**config.mk**
```make
export PLATFORM = sky130hd
export DESIGN_NAME = chroma_transient_output_path
export DESIGN_NICKNAME = d
export VERILOG_FILES = /design/src/rtl/chroma_path_pkg.sv /design/src/rtl/luma_delay_if.sv /design/src/rtl/luma_delay_mem.sv /design/src/rtl/chroma_transient_output_path.sv
export SDC_FILE = /design/constraint.sdc
export NUM_CORES = 2
export LEC_CHECK = 0
export ABC_AREA = 1
export BUFFER_PORTS_ARGS = -buffer_cell sky130_fd_sc_hd__buf_2
export CORE_MARGIN = 1
export CORE_UTILIZATION = 40
export DETAILED_ROUTE_END_ITERATION = 10
export PLACE_DENSITY = 0.55
export SYNTH_ARGS = -nofsm -noshare
export SYNTH_HDL_FRONTEND = slang
export SYNTH_HIERARCHICAL = 1
export SYNTH_SLANG_ARGS = --single-unit
```
**constraint.sdc**
```tcl
create_clock -name clk_sys -period 10.8 [get_ports clk_sys]
set_input_delay 2.16 -clock clk_sys [delete_from_list [all_inputs] [get_ports clk_sys]]
set_output_delay 2.16 -clock clk_sys [all_outputs]
set_load 0.03 [all_outputs]
```
**src/rtl/chroma_path_pkg.sv**
```systemverilog
// Shared constants and types of the chroma transient output path.
// Assumes one system clock; every stage advances only while the clock enable ce is high.
package chroma_path_pkg;
  localparam int              ADDR_W        = 4;
  localparam logic [3:0]      ADDR_CTRL     = 4'h0;
  localparam logic [3:0]      ADDR_SAT      = 4'h1;
  localparam logic [3:0]      ADDR_SHARP    = 4'h2;
  localparam logic [3:0]      ADDR_WIN      = 4'h3;
  localparam logic [3:0]      ADDR_STATUS   = 4'h4;
  localparam int              CTRL_EN_BIT   = 0;
  localparam int              CTRL_FSEL_BIT = 1;
  localparam int              CTRL_FMT_LSB  = 2;
  localparam int              CTRL_STD_BIT  = 4;
  localparam int              CTRL_LEAD_LSB = 5;
  localparam logic [6:0]      CTRL_RST      = 7'h00;
  localparam logic [15:0]     SAT_RST       = 16'h4040;
  localparam logic [20:0]     SHARP_RST     = 21'h000000;
  localparam logic [31:0]     WIN_RST       = 32'h00000000;
  localparam int              GAINU_LSB     = 0;
  localparam int              GAINV_LSB     = 5;
  localparam int              THR_LSB       = 10;
  localparam int              COR_LSB       = 17;
  localparam int              SAT_SHIFT     = 7;
  localparam int              GAIN_SHIFT    = 3;
  localparam logic signed [17:0] CLAMP_HI   = 18'sh0007F;
  localparam logic signed [17:0] CLAMP_LO   = -18'sh00080;
  localparam logic signed [9:0]  BLACK_NATIVE = 10'sh020;
  localparam logic signed [17:0] BLACK_STUDIO = 18'sh00010;
  localparam logic signed [17:0] WHITE_STUDIO = 18'sh000F0;
  localparam logic signed [8:0]  STUDIO_MUL   = 9'sh097;
  localparam int              STUDIO_SHIFT  = 6;
  localparam int              V_STEP_SHIFT  = 1;
  localparam int              H_STEP_SHIFT  = 3;
  localparam int              LUMA_LAG      = 8;
  localparam int              LAG_AW        = 3;
  typedef enum logic [1:0] {
    FMT_NONORTH = 2'h0,
    FMT_ORTH422 = 2'h1,
    FMT_ORTH411 = 2'h2
  } format_type;
  typedef enum logic [3:0] {
    PH0 = 4'h1,
    PH1 = 4'h2,
    PH2 = 4'h4,
    PH3 = 4'h8
  } phase_type;
endpackage

```
**src/rtl/luma_delay_if.sv**
```systemverilog
// Port bundle between the path and its luma delay memory.
// Assumes the path drives address and write data, the memory answers.
`timescale 1ns/1ps
interface luma_delay_if;
  logic       wrEn;
  logic [2:0] addr;
  logic [7:0] wrData;
  logic [7:0] rdData;
  modport owner (output wrEn, output addr, output wrData, input rdData);
  modport store (input wrEn, input addr, input wrData, output rdData);
endinterface

```
**src/rtl/luma_delay_mem.sv**
```systemverilog
// Small luma delay memory with registered read data.
// Assumes read and write at one address per cycle; read sees the old word.
`timescale 1ns/1ps
module luma_delay_mem
  import chroma_path_pkg::*;
(
  input wire logic   clk_sys,
  input wire logic   resetn,
  input wire logic   ce,
  luma_delay_if.store port
);
  logic [7:0] cells [LUMA_LAG];
  logic [7:0] rd_ff;

  always_ff @(posedge clk_sys) begin
    if (ce && port.wrEn) begin
      cells[port.addr] <= port.wrData;
    end
  end

  always_ff @(posedge clk_sys) begin
    if (!resetn) begin
      rd_ff <= 8'h00;
    end else if (ce && port.wrEn) begin
      rd_ff <= cells[port.addr];
    end
  end

  assign port.rdData = rd_ff;
endmodule // luma_delay_mem

```
**src/rtl/chroma_transient_output_path.sv**
```systemverilog
// Chroma saturation/hue, 4:1:1 to 4:2:2 interpolation, transient sharpening,
// output formatting and active window strobe.
// Assumes inputs synchronous to clk_sys; chroma nibbles follow the 4:1:1 layout.
//
// Implementation choices: the address-and-strobe port and the register offsets.
`timescale 1ns/1ps
module chroma_transient_output_path
  import chroma_path_pkg::*;
(
  input  wire logic        clk_sys,
  input  wire logic        resetn,
  input  wire logic        ce,
  input  wire logic [3:0]  regAddr,
  input  wire logic [31:0] writeData,
  input  wire logic        writeStrobe,
  input  wire logic        readStrobe,
  output logic      [31:0] readData,
  input  wire logic        sampleValid,
  input  wire logic        lineStart,
  input  wire logic        frameStart,
  input  wire logic [7:0]  lumaIn,
  input  wire logic [3:0]  chromaIn,
  output logic      [7:0]  lumaOut,
  output logic      [7:0]  chromaOut,
  output logic             outValid,
  output logic             active_window_strobe
);
  typedef logic signed [7:0] smp_type;

  // Register file
  logic [6:0]  ctrl_ff, nxt_ctrl;
  logic [15:0] sat_ff, nxt_sat;
  logic [20:0] sharp_ff, nxt_sharp;
  logic [31:0] win_ff, nxt_win;
  logic [31:0] rd_ff, nxt_rd;
  logic [9:0]  lineCnt_ff, nxt_lineCnt;
  logic        oddLine_ff, nxt_oddLine;
  logic        strobe_ff, nxt_strobe;

  logic       sharpen_enable, correction_filter_select, studioLevel;
  logic [1:0] leadSel;
  logic [4:0] gainU, gainV;
  logic [6:0] step_threshold;
  logic [3:0] coring;
  format_type fmt;
  assign sharpen_enable           = ctrl_ff[CTRL_EN_BIT];
  assign correction_filter_select = ctrl_ff[CTRL_FSEL_BIT];
  assign studioLevel              = ctrl_ff[CTRL_STD_BIT];
  assign leadSel                  = ctrl_ff[CTRL_LEAD_LSB +: 2];
  assign fmt      = (ctrl_ff[CTRL_FMT_LSB +: 2] == FMT_ORTH422) ? FMT_ORTH422 :
                    (ctrl_ff[CTRL_FMT_LSB +: 2] == FMT_ORTH411) ? FMT_ORTH411 : FMT_NONORTH;
  assign gainU          = sharp_ff[GAINU_LSB +: 5];
  assign gainV          = sharp_ff[GAINV_LSB +: 5];
  assign step_threshold = sharp_ff[THR_LSB +: 7];
  assign coring         = sharp_ff[COR_LSB +: 4];

  always_comb begin
    nxt_ctrl  = ctrl_ff;
    nxt_sat   = sat_ff;
    nxt_sharp = sharp_ff;
    nxt_win   = win_ff;
    nxt_rd    = 32'h00000000;
    if (writeStrobe) begin
      unique case (regAddr)
        ADDR_CTRL:  nxt_ctrl  = writeData[6:0];
        ADDR_SAT:   nxt_sat   = writeData[15:0];
        ADDR_SHARP: nxt_sharp = writeData[20:0];
        ADDR_WIN:   nxt_win   = writeData;
        default:    nxt_ctrl  = ctrl_ff;
      endcase
    end
    if (readStrobe) begin
      unique case (regAddr)
        ADDR_CTRL:   nxt_rd = {25'h0000000, ctrl_ff};
        ADDR_SAT:    nxt_rd = {16'h0000, sat_ff};
        ADDR_SHARP:  nxt_rd = {11'h000, sharp_ff};
        ADDR_WIN:    nxt_rd = win_ff;
        ADDR_STATUS: nxt_rd = {20'h00000, lineCnt_ff, strobe_ff, oddLine_ff};
        default:     nxt_rd = 32'h00000000;
      endcase
    end
  end

  always_ff @(posedge clk_sys) begin
    if (!resetn) begin
      ctrl_ff  <= CTRL_RST;
      sat_ff   <= SAT_RST;
      sharp_ff <= SHARP_RST;
      win_ff   <= WIN_RST;
      rd_ff    <= 32'h00000000;
    end else if (ce) begin
      ctrl_ff  <= nxt_ctrl;
      sat_ff   <= nxt_sat;
      sharp_ff <= nxt_sharp;
      win_ff   <= nxt_win;
      rd_ff    <= nxt_rd;
    end
  end
  assign readData = rd_ff;

  // Clamp of a scaled product sum to the signed 8-bit range
  function automatic smp_type clamp8(input logic signed [17:0] x);
    logic signed [17:0] s;
    s = x >>> SAT_SHIFT;
    if (s > CLAMP_HI) begin
      clamp8 = 8'sh7F;
    end else if (s < CLAMP_LO) begin
      clamp8 = -8'sh80;
    end else begin
      clamp8 = s[7:0];
    end
  endfunction

  function automatic smp_type max3(input smp_type a, input smp_type b, input smp_type c);
    max3 = (a > b) ? ((a > c) ? a : c) : ((b > c) ? b : c);
  endfunction

  function automatic smp_type min3(input smp_type a, input smp_type b, input smp_type c);
    min3 = (a < b) ? ((a < c) ? a : c) : ((b < c) ? b : c);
  endfunction

  // Transient improvement of one centre sample from its four neighbours
  function automatic smp_type improve(input smp_type m2, input smp_type m1, input smp_type c,
                                      input smp_type p1, input smp_type p2, input logic [4:0] g);
    logic signed [9:0]  lap;
    logic signed [9:0]  step;
    logic signed [15:0] prod;
    logic signed [15:0] corr;
    logic signed [15:0] sum;
    smp_type            hi;
    smp_type            lo;
    lap  = correction_filter_select ? 10'(2 * c - m2 - p2) : 10'(2 * c - m1 - p1);
    step = 10'(p1 - m1);
    if (step < 0) begin
      step = -step;
    end
    prod = 16'(lap * $signed({1'b0, g}));
    corr = prod >>> GAIN_SHIFT;
    if (corr <= $signed({12'h000, coring}) && -corr <= $signed({12'h000, coring})) begin
      corr = 16'sh0000;
    end
    sum = 16'(c) + corr;
    hi  = max3(m1, c, p1);
    lo  = min3(m1, c, p1);
    if (!sharpen_enable) begin
      improve = c;
    end else if (step > $signed({2'b00, step_threshold, 1'b0})) begin
      improve = (sum > 16'(hi)) ? hi : (sum < 16'(lo)) ? lo : sum[7:0];
    end else begin
      // Median of three rejects single-sample spikes in flat areas
      improve = c + m1 + p1 - hi - lo;
    end
  endfunction

  // Input phase and chroma nibble assembly
  phase_type  phase_ff, nxt_phase;
  logic [5:0] uAcc_ff, nxt_uAcc, vAcc_ff, nxt_vAcc;
  smp_type    uHue_ff, nxt_uHue, vHue_ff, nxt_vHue;
  logic       blkDone_ff, nxt_blkDone;
  logic signed [17:0] rawV, rawU;
  smp_type    uIn, vIn, satCos, satSin;
  assign uIn    = {uAcc_ff, chromaIn[3:2]};
  assign vIn    = {vAcc_ff, chromaIn[1:0]};
  assign satCos = sat_ff[15:8];
  assign satSin = sat_ff[7:0];
  assign rawV   = 18'(vIn * satCos) - 18'(uIn * satSin);
  assign rawU   = 18'(vIn * satSin) + 18'(uIn * satCos);

  always_comb begin
    nxt_phase   = phase_ff;
    nxt_uAcc    = uAcc_ff;
    nxt_vAcc    = vAcc_ff;
    nxt_uHue    = uHue_ff;
    nxt_vHue    = vHue_ff;
    nxt_blkDone = 1'b0;
    if (lineStart) begin
      nxt_phase = PH0;
    end else if (sampleValid) begin
      nxt_uAcc = {uAcc_ff[3:0], chromaIn[3:2]};
      nxt_vAcc = {vAcc_ff[3:0], chromaIn[1:0]};
      unique case (phase_ff)
        PH0: nxt_phase = PH1;
        PH1: nxt_phase = PH2;
        PH2: nxt_phase = PH3;
        PH3: begin
          nxt_phase   = PH0;
          nxt_uHue    = clamp8(rawU);
          nxt_vHue    = clamp8(rawV);
          nxt_blkDone = 1'b1;
        end
        default: nxt_phase = PH0;
      endcase
    end
  end

  always_ff @(posedge clk_sys) begin
    if (!resetn) begin
      phase_ff   <= PH0;
      uAcc_ff    <= 6'h00;
      vAcc_ff    <= 6'h00;
      uHue_ff    <= 8'sh00;
      vHue_ff    <= 8'sh00;
      blkDone_ff <= 1'b0;
    end else if (ce) begin
      phase_ff   <= nxt_phase;
      uAcc_ff    <= nxt_uAcc;
      vAcc_ff    <= nxt_vAcc;
      uHue_ff    <= nxt_uHue;
      vHue_ff    <= nxt_vHue;
      blkDone_ff <= nxt_blkDone;
    end
  end

  // 4:2:2 history, newest at index 0; two samples enter per block
  smp_type uHist_ff [6];
  smp_type vHist_ff [6];
  smp_type nxt_uHist [6];
  smp_type nxt_vHist [6];
  smp_type uBlk_ff [4];
  smp_type nxt_uBlk [4];
  smp_type vBlk_ff [4];
  smp_type nxt_vBlk [4];
  logic    blkReady_ff, nxt_blkReady;

  always_comb begin
    for (int i = 0; i < 6; i++) begin
      nxt_uHist[i] = uHist_ff[i];
      nxt_vHist[i] = vHist_ff[i];
    end
    for (int i = 0; i < 4; i++) begin
      nxt_uBlk[i] = uBlk_ff[i];
      nxt_vBlk[i] = vBlk_ff[i];
    end
    nxt_blkReady = 1'b0;
    if (blkDone_ff) begin
      for (int i = 2; i < 6; i++) begin
        nxt_uHist[i] = uHist_ff[i - 2];
        nxt_vHist[i] = vHist_ff[i - 2];
      end
      nxt_uHist[1] = 8'((9'(uHist_ff[0]) + 9'(uHue_ff)) >>> 1);
      nxt_vHist[1] = 8'((9'(vHist_ff[0]) + 9'(vHue_ff)) >>> 1);
      nxt_uHist[0] = uHue_ff;
      nxt_vHist[0] = vHue_ff;
      // Slots 0/1 hold one 4:2:2 pair; slot 2 keeps the raw hue for 4:1:1, slot 3 that of the block before
      nxt_uBlk[0]  = improve(uHist_ff[5], uHist_ff[4], uHist_ff[3], uHist_ff[2], uHist_ff[1], gainU);
      nxt_uBlk[1]  = improve(uHist_ff[4], uHist_ff[3], uHist_ff[2], uHist_ff[1], uHist_ff[0], gainU);
      nxt_vBlk[0]  = improve(vHist_ff[5], vHist_ff[4], vHist_ff[3], vHist_ff[2], vHist_ff[1], gainV);
      nxt_vBlk[1]  = improve(vHist_ff[4], vHist_ff[3], vHist_ff[2], vHist_ff[1], vHist_ff[0], gainV);
      nxt_uBlk[2]  = uHue_ff;
      nxt_vBlk[2]  = vHue_ff;
      nxt_uBlk[3]  = uBlk_ff[2];
      nxt_vBlk[3]  = vBlk_ff[2];
      nxt_blkReady = 1'b1;
    end
  end

  always_ff @(posedge clk_sys) begin
    if (!resetn) begin
      for (int i = 0; i < 6; i++) begin
        uHist_ff[i] <= 8'sh00;
        vHist_ff[i] <= 8'sh00;
      end
      for (int i = 0; i < 4; i++) begin
        uBlk_ff[i] <= 8'sh00;
        vBlk_ff[i] <= 8'sh00;
      end
      blkReady_ff <= 1'b0;
    end else if (ce) begin
      uHist_ff    <= nxt_uHist;
      vHist_ff    <= nxt_vHist;
      uBlk_ff     <= nxt_uBlk;
      vBlk_ff     <= nxt_vBlk;
      blkReady_ff <= nxt_blkReady;
    end
  end

  // Luma delay line sized to the chroma latency of two blocks
  luma_delay_if        lumaPort ();
  logic [LAG_AW-1:0]   lagPtr_ff, nxt_lagPtr;
  // Refused samples must not advance the delay, or luma slips against chroma
  assign lumaPort.wrEn   = sampleValid && !lineStart && !frameStart;
  assign lumaPort.addr   = lagPtr_ff;
  assign lumaPort.wrData = lumaIn;
  assign nxt_lagPtr      = lumaPort.wrEn ? LAG_AW'(lagPtr_ff + 1'b1) : lagPtr_ff;

  luma_delay_mem lumaMem (
    .clk_sys (clk_sys),
    .resetn  (resetn),
    .ce      (ce),
    .port    (lumaPort)
  );

  // Window counters and output stage
  logic [10:0] pixCnt_ff, nxt_pixCnt;
  phase_type   outPhase_ff, nxt_outPhase;
  logic        stage_ff, nxt_stage;
  logic [7:0]  lumaOut_ff, nxt_lumaOut, chromaOut_ff, nxt_chromaOut;
  logic        outValid_ff, nxt_outValid;
  logic [11:0] hPos, hBeg, hEnd;
  logic [10:0] vBeg, vEnd;
  logic signed [17:0] lumaScaled;
  smp_type     selU, selV, selC;
  logic [2:0]  bitSel;

  assign hPos = 12'(pixCnt_ff) + 12'(leadSel);
  assign hBeg = 12'(win_ff[15:8] << H_STEP_SHIFT) + 12'(LUMA_LAG);
  assign hEnd = hBeg + 12'(win_ff[7:0] << H_STEP_SHIFT);
  assign vBeg = 11'(win_ff[31:24] << V_STEP_SHIFT);
  assign vEnd = vBeg + 11'(win_ff[23:16] << V_STEP_SHIFT);
  assign lumaScaled = 18'((10'($signed({2'b00, lumaPort.rdData})) - BLACK_NATIVE) * STUDIO_MUL);

  always_comb begin
    nxt_pixCnt    = pixCnt_ff;
    nxt_lineCnt   = lineCnt_ff;
    nxt_oddLine   = oddLine_ff;
    nxt_strobe    = strobe_ff;
    nxt_outPhase  = outPhase_ff;
    nxt_stage     = 1'b0;
    nxt_lumaOut   = lumaOut_ff;
    nxt_chromaOut = chromaOut_ff;
    nxt_outValid  = 1'b0;
    selU   = 8'sh00;
    selV   = 8'sh00;
    selC   = 8'sh00;
    bitSel = 3'h0;
    if (frameStart) begin
      nxt_lineCnt = 10'h000;
      nxt_oddLine = 1'b0;
      nxt_pixCnt  = 11'h000;
    end else if (lineStart) begin
      nxt_lineCnt = 10'(lineCnt_ff + 1'b1);
      nxt_oddLine = !oddLine_ff;
      nxt_pixCnt  = 11'h000;
    end else if (sampleValid) begin
      nxt_pixCnt   = 11'(pixCnt_ff + 1'b1);
      nxt_outPhase = phase_ff;
      nxt_stage    = 1'b1;
      nxt_strobe   = (hPos >= hBeg) && (hPos < hEnd) &&
                     ({1'b0, lineCnt_ff} >= vBeg) && ({1'b0, lineCnt_ff} < vEnd);
    end
    if (stage_ff) begin
      nxt_outValid = 1'b1;
      selU = (outPhase_ff == PH0 || outPhase_ff == PH1) ? uBlk_ff[0] : uBlk_ff[1];
      selV = (outPhase_ff == PH0 || outPhase_ff == PH1) ? vBlk_ff[0] : vBlk_ff[1];
      unique case (outPhase_ff)
        PH0: bitSel = 3'h6;
        PH1: bitSel = 3'h4;
        PH2: bitSel = 3'h2;
        PH3: bitSel = 3'h0;
        default: bitSel = 3'h0;
      endcase
      if (fmt == FMT_ORTH422) begin
        selC = (outPhase_ff == PH0 || outPhase_ff == PH2) ? selU : selV;
      end else begin
        // Line parity decides whether V or U leads the pair
        selC = ((outPhase_ff == PH0 || outPhase_ff == PH2) ^ oddLine_ff) ? selV : selU;
      end
      if (fmt == FMT_ORTH411) begin
        nxt_chromaOut = {4'h0, uBlk_ff[3][bitSel +: 2], vBlk_ff[3][bitSel +: 2]};
        if (studioLevel) begin
          nxt_chromaOut = {4'h0, uBlk_ff[3][bitSel +: 2] ^ {bitSel == 3'h6, 1'b0},
                           vBlk_ff[3][bitSel +: 2] ^ {bitSel == 3'h6, 1'b0}};
        end
      end else begin
        nxt_chromaOut = studioLevel ? {!selC[7], selC[6:0]} : selC;
      end
      if (studioLevel) begin
        if ((lumaScaled >>> STUDIO_SHIFT) + BLACK_STUDIO > WHITE_STUDIO + 18'sh0000F) begin
          nxt_lumaOut = 8'hFF;
        end else if ((lumaScaled >>> STUDIO_SHIFT) + BLACK_STUDIO < 18'sh00000) begin
          nxt_lumaOut = 8'h00;
        end else begin
          nxt_lumaOut = 8'((lumaScaled >>> STUDIO_SHIFT) + BLACK_STUDIO);
        end
      end else begin
        nxt_lumaOut = lumaPort.rdData;
      end
    end
  end

  always_ff @(posedge clk_sys) begin
    if (!resetn) begin
      pixCnt_ff    <= 11'h000;
      lineCnt_ff   <= 10'h000;
      oddLine_ff   <= 1'b0;
      strobe_ff    <= 1'b0;
      outPhase_ff  <= PH0;
      stage_ff     <= 1'b0;
      lumaOut_ff   <= 8'h00;
      chromaOut_ff <= 8'h00;
      outValid_ff  <= 1'b0;
      lagPtr_ff    <= '0;
    end else if (ce) begin
      pixCnt_ff    <= nxt_pixCnt;
      lineCnt_ff   <= nxt_lineCnt;
      oddLine_ff   <= nxt_oddLine;
      strobe_ff    <= nxt_strobe;
      outPhase_ff  <= nxt_outPhase;
      stage_ff     <= nxt_stage;
      lumaOut_ff   <= nxt_lumaOut;
      chromaOut_ff <= nxt_chromaOut;
      outValid_ff  <= nxt_outValid;
      lagPtr_ff    <= nxt_lagPtr;
    end
  end
  assign lumaOut              = lumaOut_ff;
  assign chromaOut            = chromaOut_ff;
  assign outValid             = outValid_ff;
  assign active_window_strobe = strobe_ff;
endmodule // chroma_transient_output_path

```
==> PnR_summary.wiki <==
{| class="wikitable"
! Metric !! Value
|-
| Crit. End Element || register
|-
| RSZ-0062 raised after global routing || true
|-
| Utilization after layout || 45.9%
|-
| Final min period || 10740 ps
|-
| Fraction of power spent switching nets || 32.8%
|-
| Antenna violations before repair || 10
|-
| Fraction of layout cells with a size suffix above 1 || 12.4%
|-
| Design Power || 4.21 mW
|-
| Syn nets || 9300
|-
| Maximum cell stage delay along the critical path || 550 ps
|-
| Maximum fanout count along the critical path || 6
|-
| Crit path to || vBlk_ff[18]
|-
| GRT Resource Usage Total || 25.0%
|-
| Post-synthesis instance area || 58500 µm²
|-
| Width of the die || 385 µm
|-
| Total power divided by cell area || 63.1 nW/µm²
|-
| Worst endpoint data arrival time || 11290 ps
|-
| Post-synth cell types || 83
|-
| Status || complete, no violations
|-
| Total core area || 145000 µm²
|-
| Die height || 385 µm
|-
| First-pass GRT wire length || 290 mm
|-
| Relative contribution of the clock network to total power || 41.5%
|-
| Largest buffer count on any clock path || 3
|-
| Cell area after placement || 63000 µm²
|-
| Overflow left after global routing || 0
|-
| Clock-pin slew on the worst setup and hold paths || 60 ps
|-
| Count of port buffers added during placement || 105
|-
| R2R Path End || vBlk_ff[18]
|-
| Synth Warn # || 6
|-
| Wire per inst || 18.4 µm
|-
| Max-slew headroom at the worst pin || 27.7%
|-
| Cts bufs inserted || 49
|-
| Number of placed I/O pins || 106
|-
| Clock insertion delay at the later pin of the skew report || 650 ps
|-
| Fraction of power consumed by combinational cells || 22.8%
|-
| Slew of the pin with the lowest slew margin || 1080 ps
|-
| Number of iterations in the first detailed-routing pass || 6
|-
| Vias post-DR || 52700
|-
| Root buffer cell || sky130_fd_sc_hd__clkbuf_16
|-
| Worst setup path startpoint || vHist_ff[8]
|-
| Starting Density || 40.3%
|-
| Count of pins over their slew limit || 0
|-
| CTS HTree Levels || 2
|-
| Detailed-route vias per instance || 5.20
|-
| Worst endpoint required time || 11360 ps
|-
| Count of buffer and inverter cells on the critical path || 10
|-
| Library cell appearing most often on the critical path || sky130_fd_sc_hd__nor2_1
|-
| Die area || 148000 µm²
|-
| Area added between synthesis and finish || 13.9%
|-
| Leakage || 34.0 nW
|-
| TritonCTS clock tree || done
|-
| Share of power burned in registers || 35.7%
|-
| Clock skew after layout || 35.3 ps
|-
| Total net switching power || 1.38 mW
|-
| Max frequency || 93.1 MHz
|-
| Setup tns final || 0 ps
|-
| Total stage count of the critical path || 74
|-
| Rows || 140
|-
| GPL Wtd Cong || 0.942
|-
| Net total in the final layout || 9607
|-
| Kind of critical path || reg -> reg
|-
| Startpoint class of the critical path || register
|-
| Family of cells with the greatest summed delay on the critical path || adder cells
|-
| Internal power summed over all cells || 2.83 mW
|-
| Total length of routed wires || 187 mm
|-
| Synth Instances || 7879
|-
| Number of routed nets with antenna violations || 0
|-
| Worst reg-to-reg path cell count || 74
|-
| Max stage delay cell, worst path || sky130_fd_sc_hd__fa_1
|-
| Final Instance Area || 66700 µm²
|-
| Final critical-path share of the clock period || 99.4%
|-
| Post-CTS Hold Fix Bufs || 0
|-
| Via count of the first global-routing pass || 51000
|-
| Placed wire-length estimate || 148 mm
|-
| Max-cap viol count || 0
|-
| Number of enable-type register cells in the synthesized netlist || 64
|-
| R2R setup slack || 60 ps
|-
| Number of flip-flops and latches in the synthesized netlist || 389
|-
| Commonest register cell after synthesis || sky130_fd_sc_hd__dfxtp_1
|-
| Final setup fails || 0
|-
| Reg-to-Reg Start || vHist_ff[8]
|-
| Post-synthesis sequential area ratio || 14.4%
|-
| Mean instance size in the synthesized netlist || 7.43 µm²
|-
| Pin count of the biggest net entering global routing || 100
|-
| Min-Delay Path Class || reg -> reg
|-
| Share of synthesized flip-flops with an asynchronous set or reset || 0%
|-
| Final number of hold-violating endpoints || 0
|-
| DRC violation count after routing || 0
|-
| Peak ir drop on the vdd network || 114 µV
|-
| Clock Sinks || 389
|-
| Iteration-0 DRC count of the detailed router || 3751
|}
how the worst min path moves through the flow:
stage	endpoint	from	slack, ps	cells after the start
after floorplan	uHist_ff[0]	uHist_ff[0]	440	2
after global placement	sat_ff[6]	sat_ff[6]	440	2
after detailed placement	sat_ff[6]	sat_ff[6]	450	2
after CTS	chromaOut[5]	chromaOut[5]	460	2
after global routing	chromaOut[4]	chromaOut[4]	480	2
final	chromaOut[5]	chromaOut[5]	460	2
stage by stage:
step	worst slack [ps]	hold slack [ps]	instances
after floorplan	137	435	7879
after detailed placement	-284	452	10000
after global routing	-760	479	10100
after global placement	-136	440	10000
after CTS	7.31	464	10100
final	62.8	459	10100
what timing repair did:
item / CTS / global route
resized for setup: 34 / 399
hold endpoints to repair: 0 / 0
endpoints found under the setup margin: 32 / 32
pin swaps: 1 / 198
gates cloned: 0 / 1
setup buffers: 2 / 49
power groups by stage:
stage,Sequential (mW),Clock [mW],Combinational (mW)
2_1_floorplan,1.52,0,0.695
3_3_place_gp,1.54,0,0.921
3_5_place_dp,1.54,0,0.936
4_1_cts,1.50,1.78,0.942
5_1_grt,1.51,1.83,1.08
6_report,1.51,1.75,0.959
cells in the mapped netlist, types with 15 or more instances:
cell                       count  share of area [%]
sky130_fd_sc_hd__a211oi_1     29               0.37
sky130_fd_sc_hd__a21o_1       15               0.19
sky130_fd_sc_hd__a21oi_1     745                6.4
sky130_fd_sc_hd__clkbuf_1    197                1.3
sky130_fd_sc_hd__dfxtp_1     325                 11
sky130_fd_sc_hd__edfxtp_1     64                3.3
sky130_fd_sc_hd__fa_1        570                 19
sky130_fd_sc_hd__ha_1        795                 17
sky130_fd_sc_hd__inv_1      1529                9.8
sky130_fd_sc_hd__nand2_1    1275                8.2
sky130_fd_sc_hd__nand3_1     252                2.2
sky130_fd_sc_hd__nand4_1      58               0.62
sky130_fd_sc_hd__nor2_1      675                4.3
sky130_fd_sc_hd__nor3_1       59               0.50
sky130_fd_sc_hd__o211ai_1     53               0.68
sky130_fd_sc_hd__o21a_1       21               0.27
sky130_fd_sc_hd__o21ai_0     484                4.1
sky130_fd_sc_hd__o21ai_1      15               0.13
sky130_fd_sc_hd__o21bai_1     39               0.50
sky130_fd_sc_hd__o22ai_1      17               0.18
sky130_fd_sc_hd__o31ai_1      24               0.31
sky130_fd_sc_hd__or2_2        33               0.35
sky130_fd_sc_hd__xnor2_1      90                1.3
sky130_fd_sc_hd__xor2_1      261                3.9
final cells by class:
class                           instances  area (µm²)
Antenna cell                            1        2.50
Multi-Input combinational cell       5708       44900
Fill cell                           14800       78700
Inverter                             1549        5830
Sequential cell                       389        8450
Timing Repair Buffer                  489        3460
Clock inverter                         27         332
Clock buffer                           65        1340
Tap cell                             1917        2400
metal layers:
metal	track usage (%)	routed length, µm	part of all wire [%]
met4	6.63	5580	3.0
met3	3.34	11100	5.9
met1	34.8	85800	46
met5	0	110	0.059
met2	40.5	84400	45
tightest hold or removal path: cells and delay by family (launching register included):
family / cells / cell delay [ps]
compound gates: 1 / 50
simple gates: 1 / 60
flops: 1 / 300
cell usage in the layout (no fill, tap or decap), drive strengths merged, types with 270 or more instances in the layout:
cell / count
o21ai: 508
nand2: 1289
nor2: 689
fa: 570
a21oi: 752
buf: 489
ha: 795
dfxtp: 325
xor2: 270
inv: 1542
flip-flops by register name, summed over array words and instances (netlist names), 10 cells and up:
signal	cells
lineCnt_ff	10
lumaMem/cells	64
pixCnt_ff	11
readData	32
sat_ff	16
sharp_ff	21
uBlk_ff	32
uHist_ff	32
vBlk_ff	32
vHist_ff	32
win_ff	32
kinds of logic (layout without fill, tap and decap cells):
logic type                 Yosys count  in the layout  synth area share [%]
adders and majority gates         1365           1365                  36.5
AOI/OAI and AO/OA                 1544           1544                  14.6
buffers and inverters             1783           2130                  11.6
other                                1              2               0.00641
DFF                                389            389                  14.4
xor gates and xnor gates           362            362                  5.59
muxes                                9              9                 0.154
and+or+nand+nor                   2426           2427                  17.1
No activity file was read; power rests on OpenSTA's default activity.
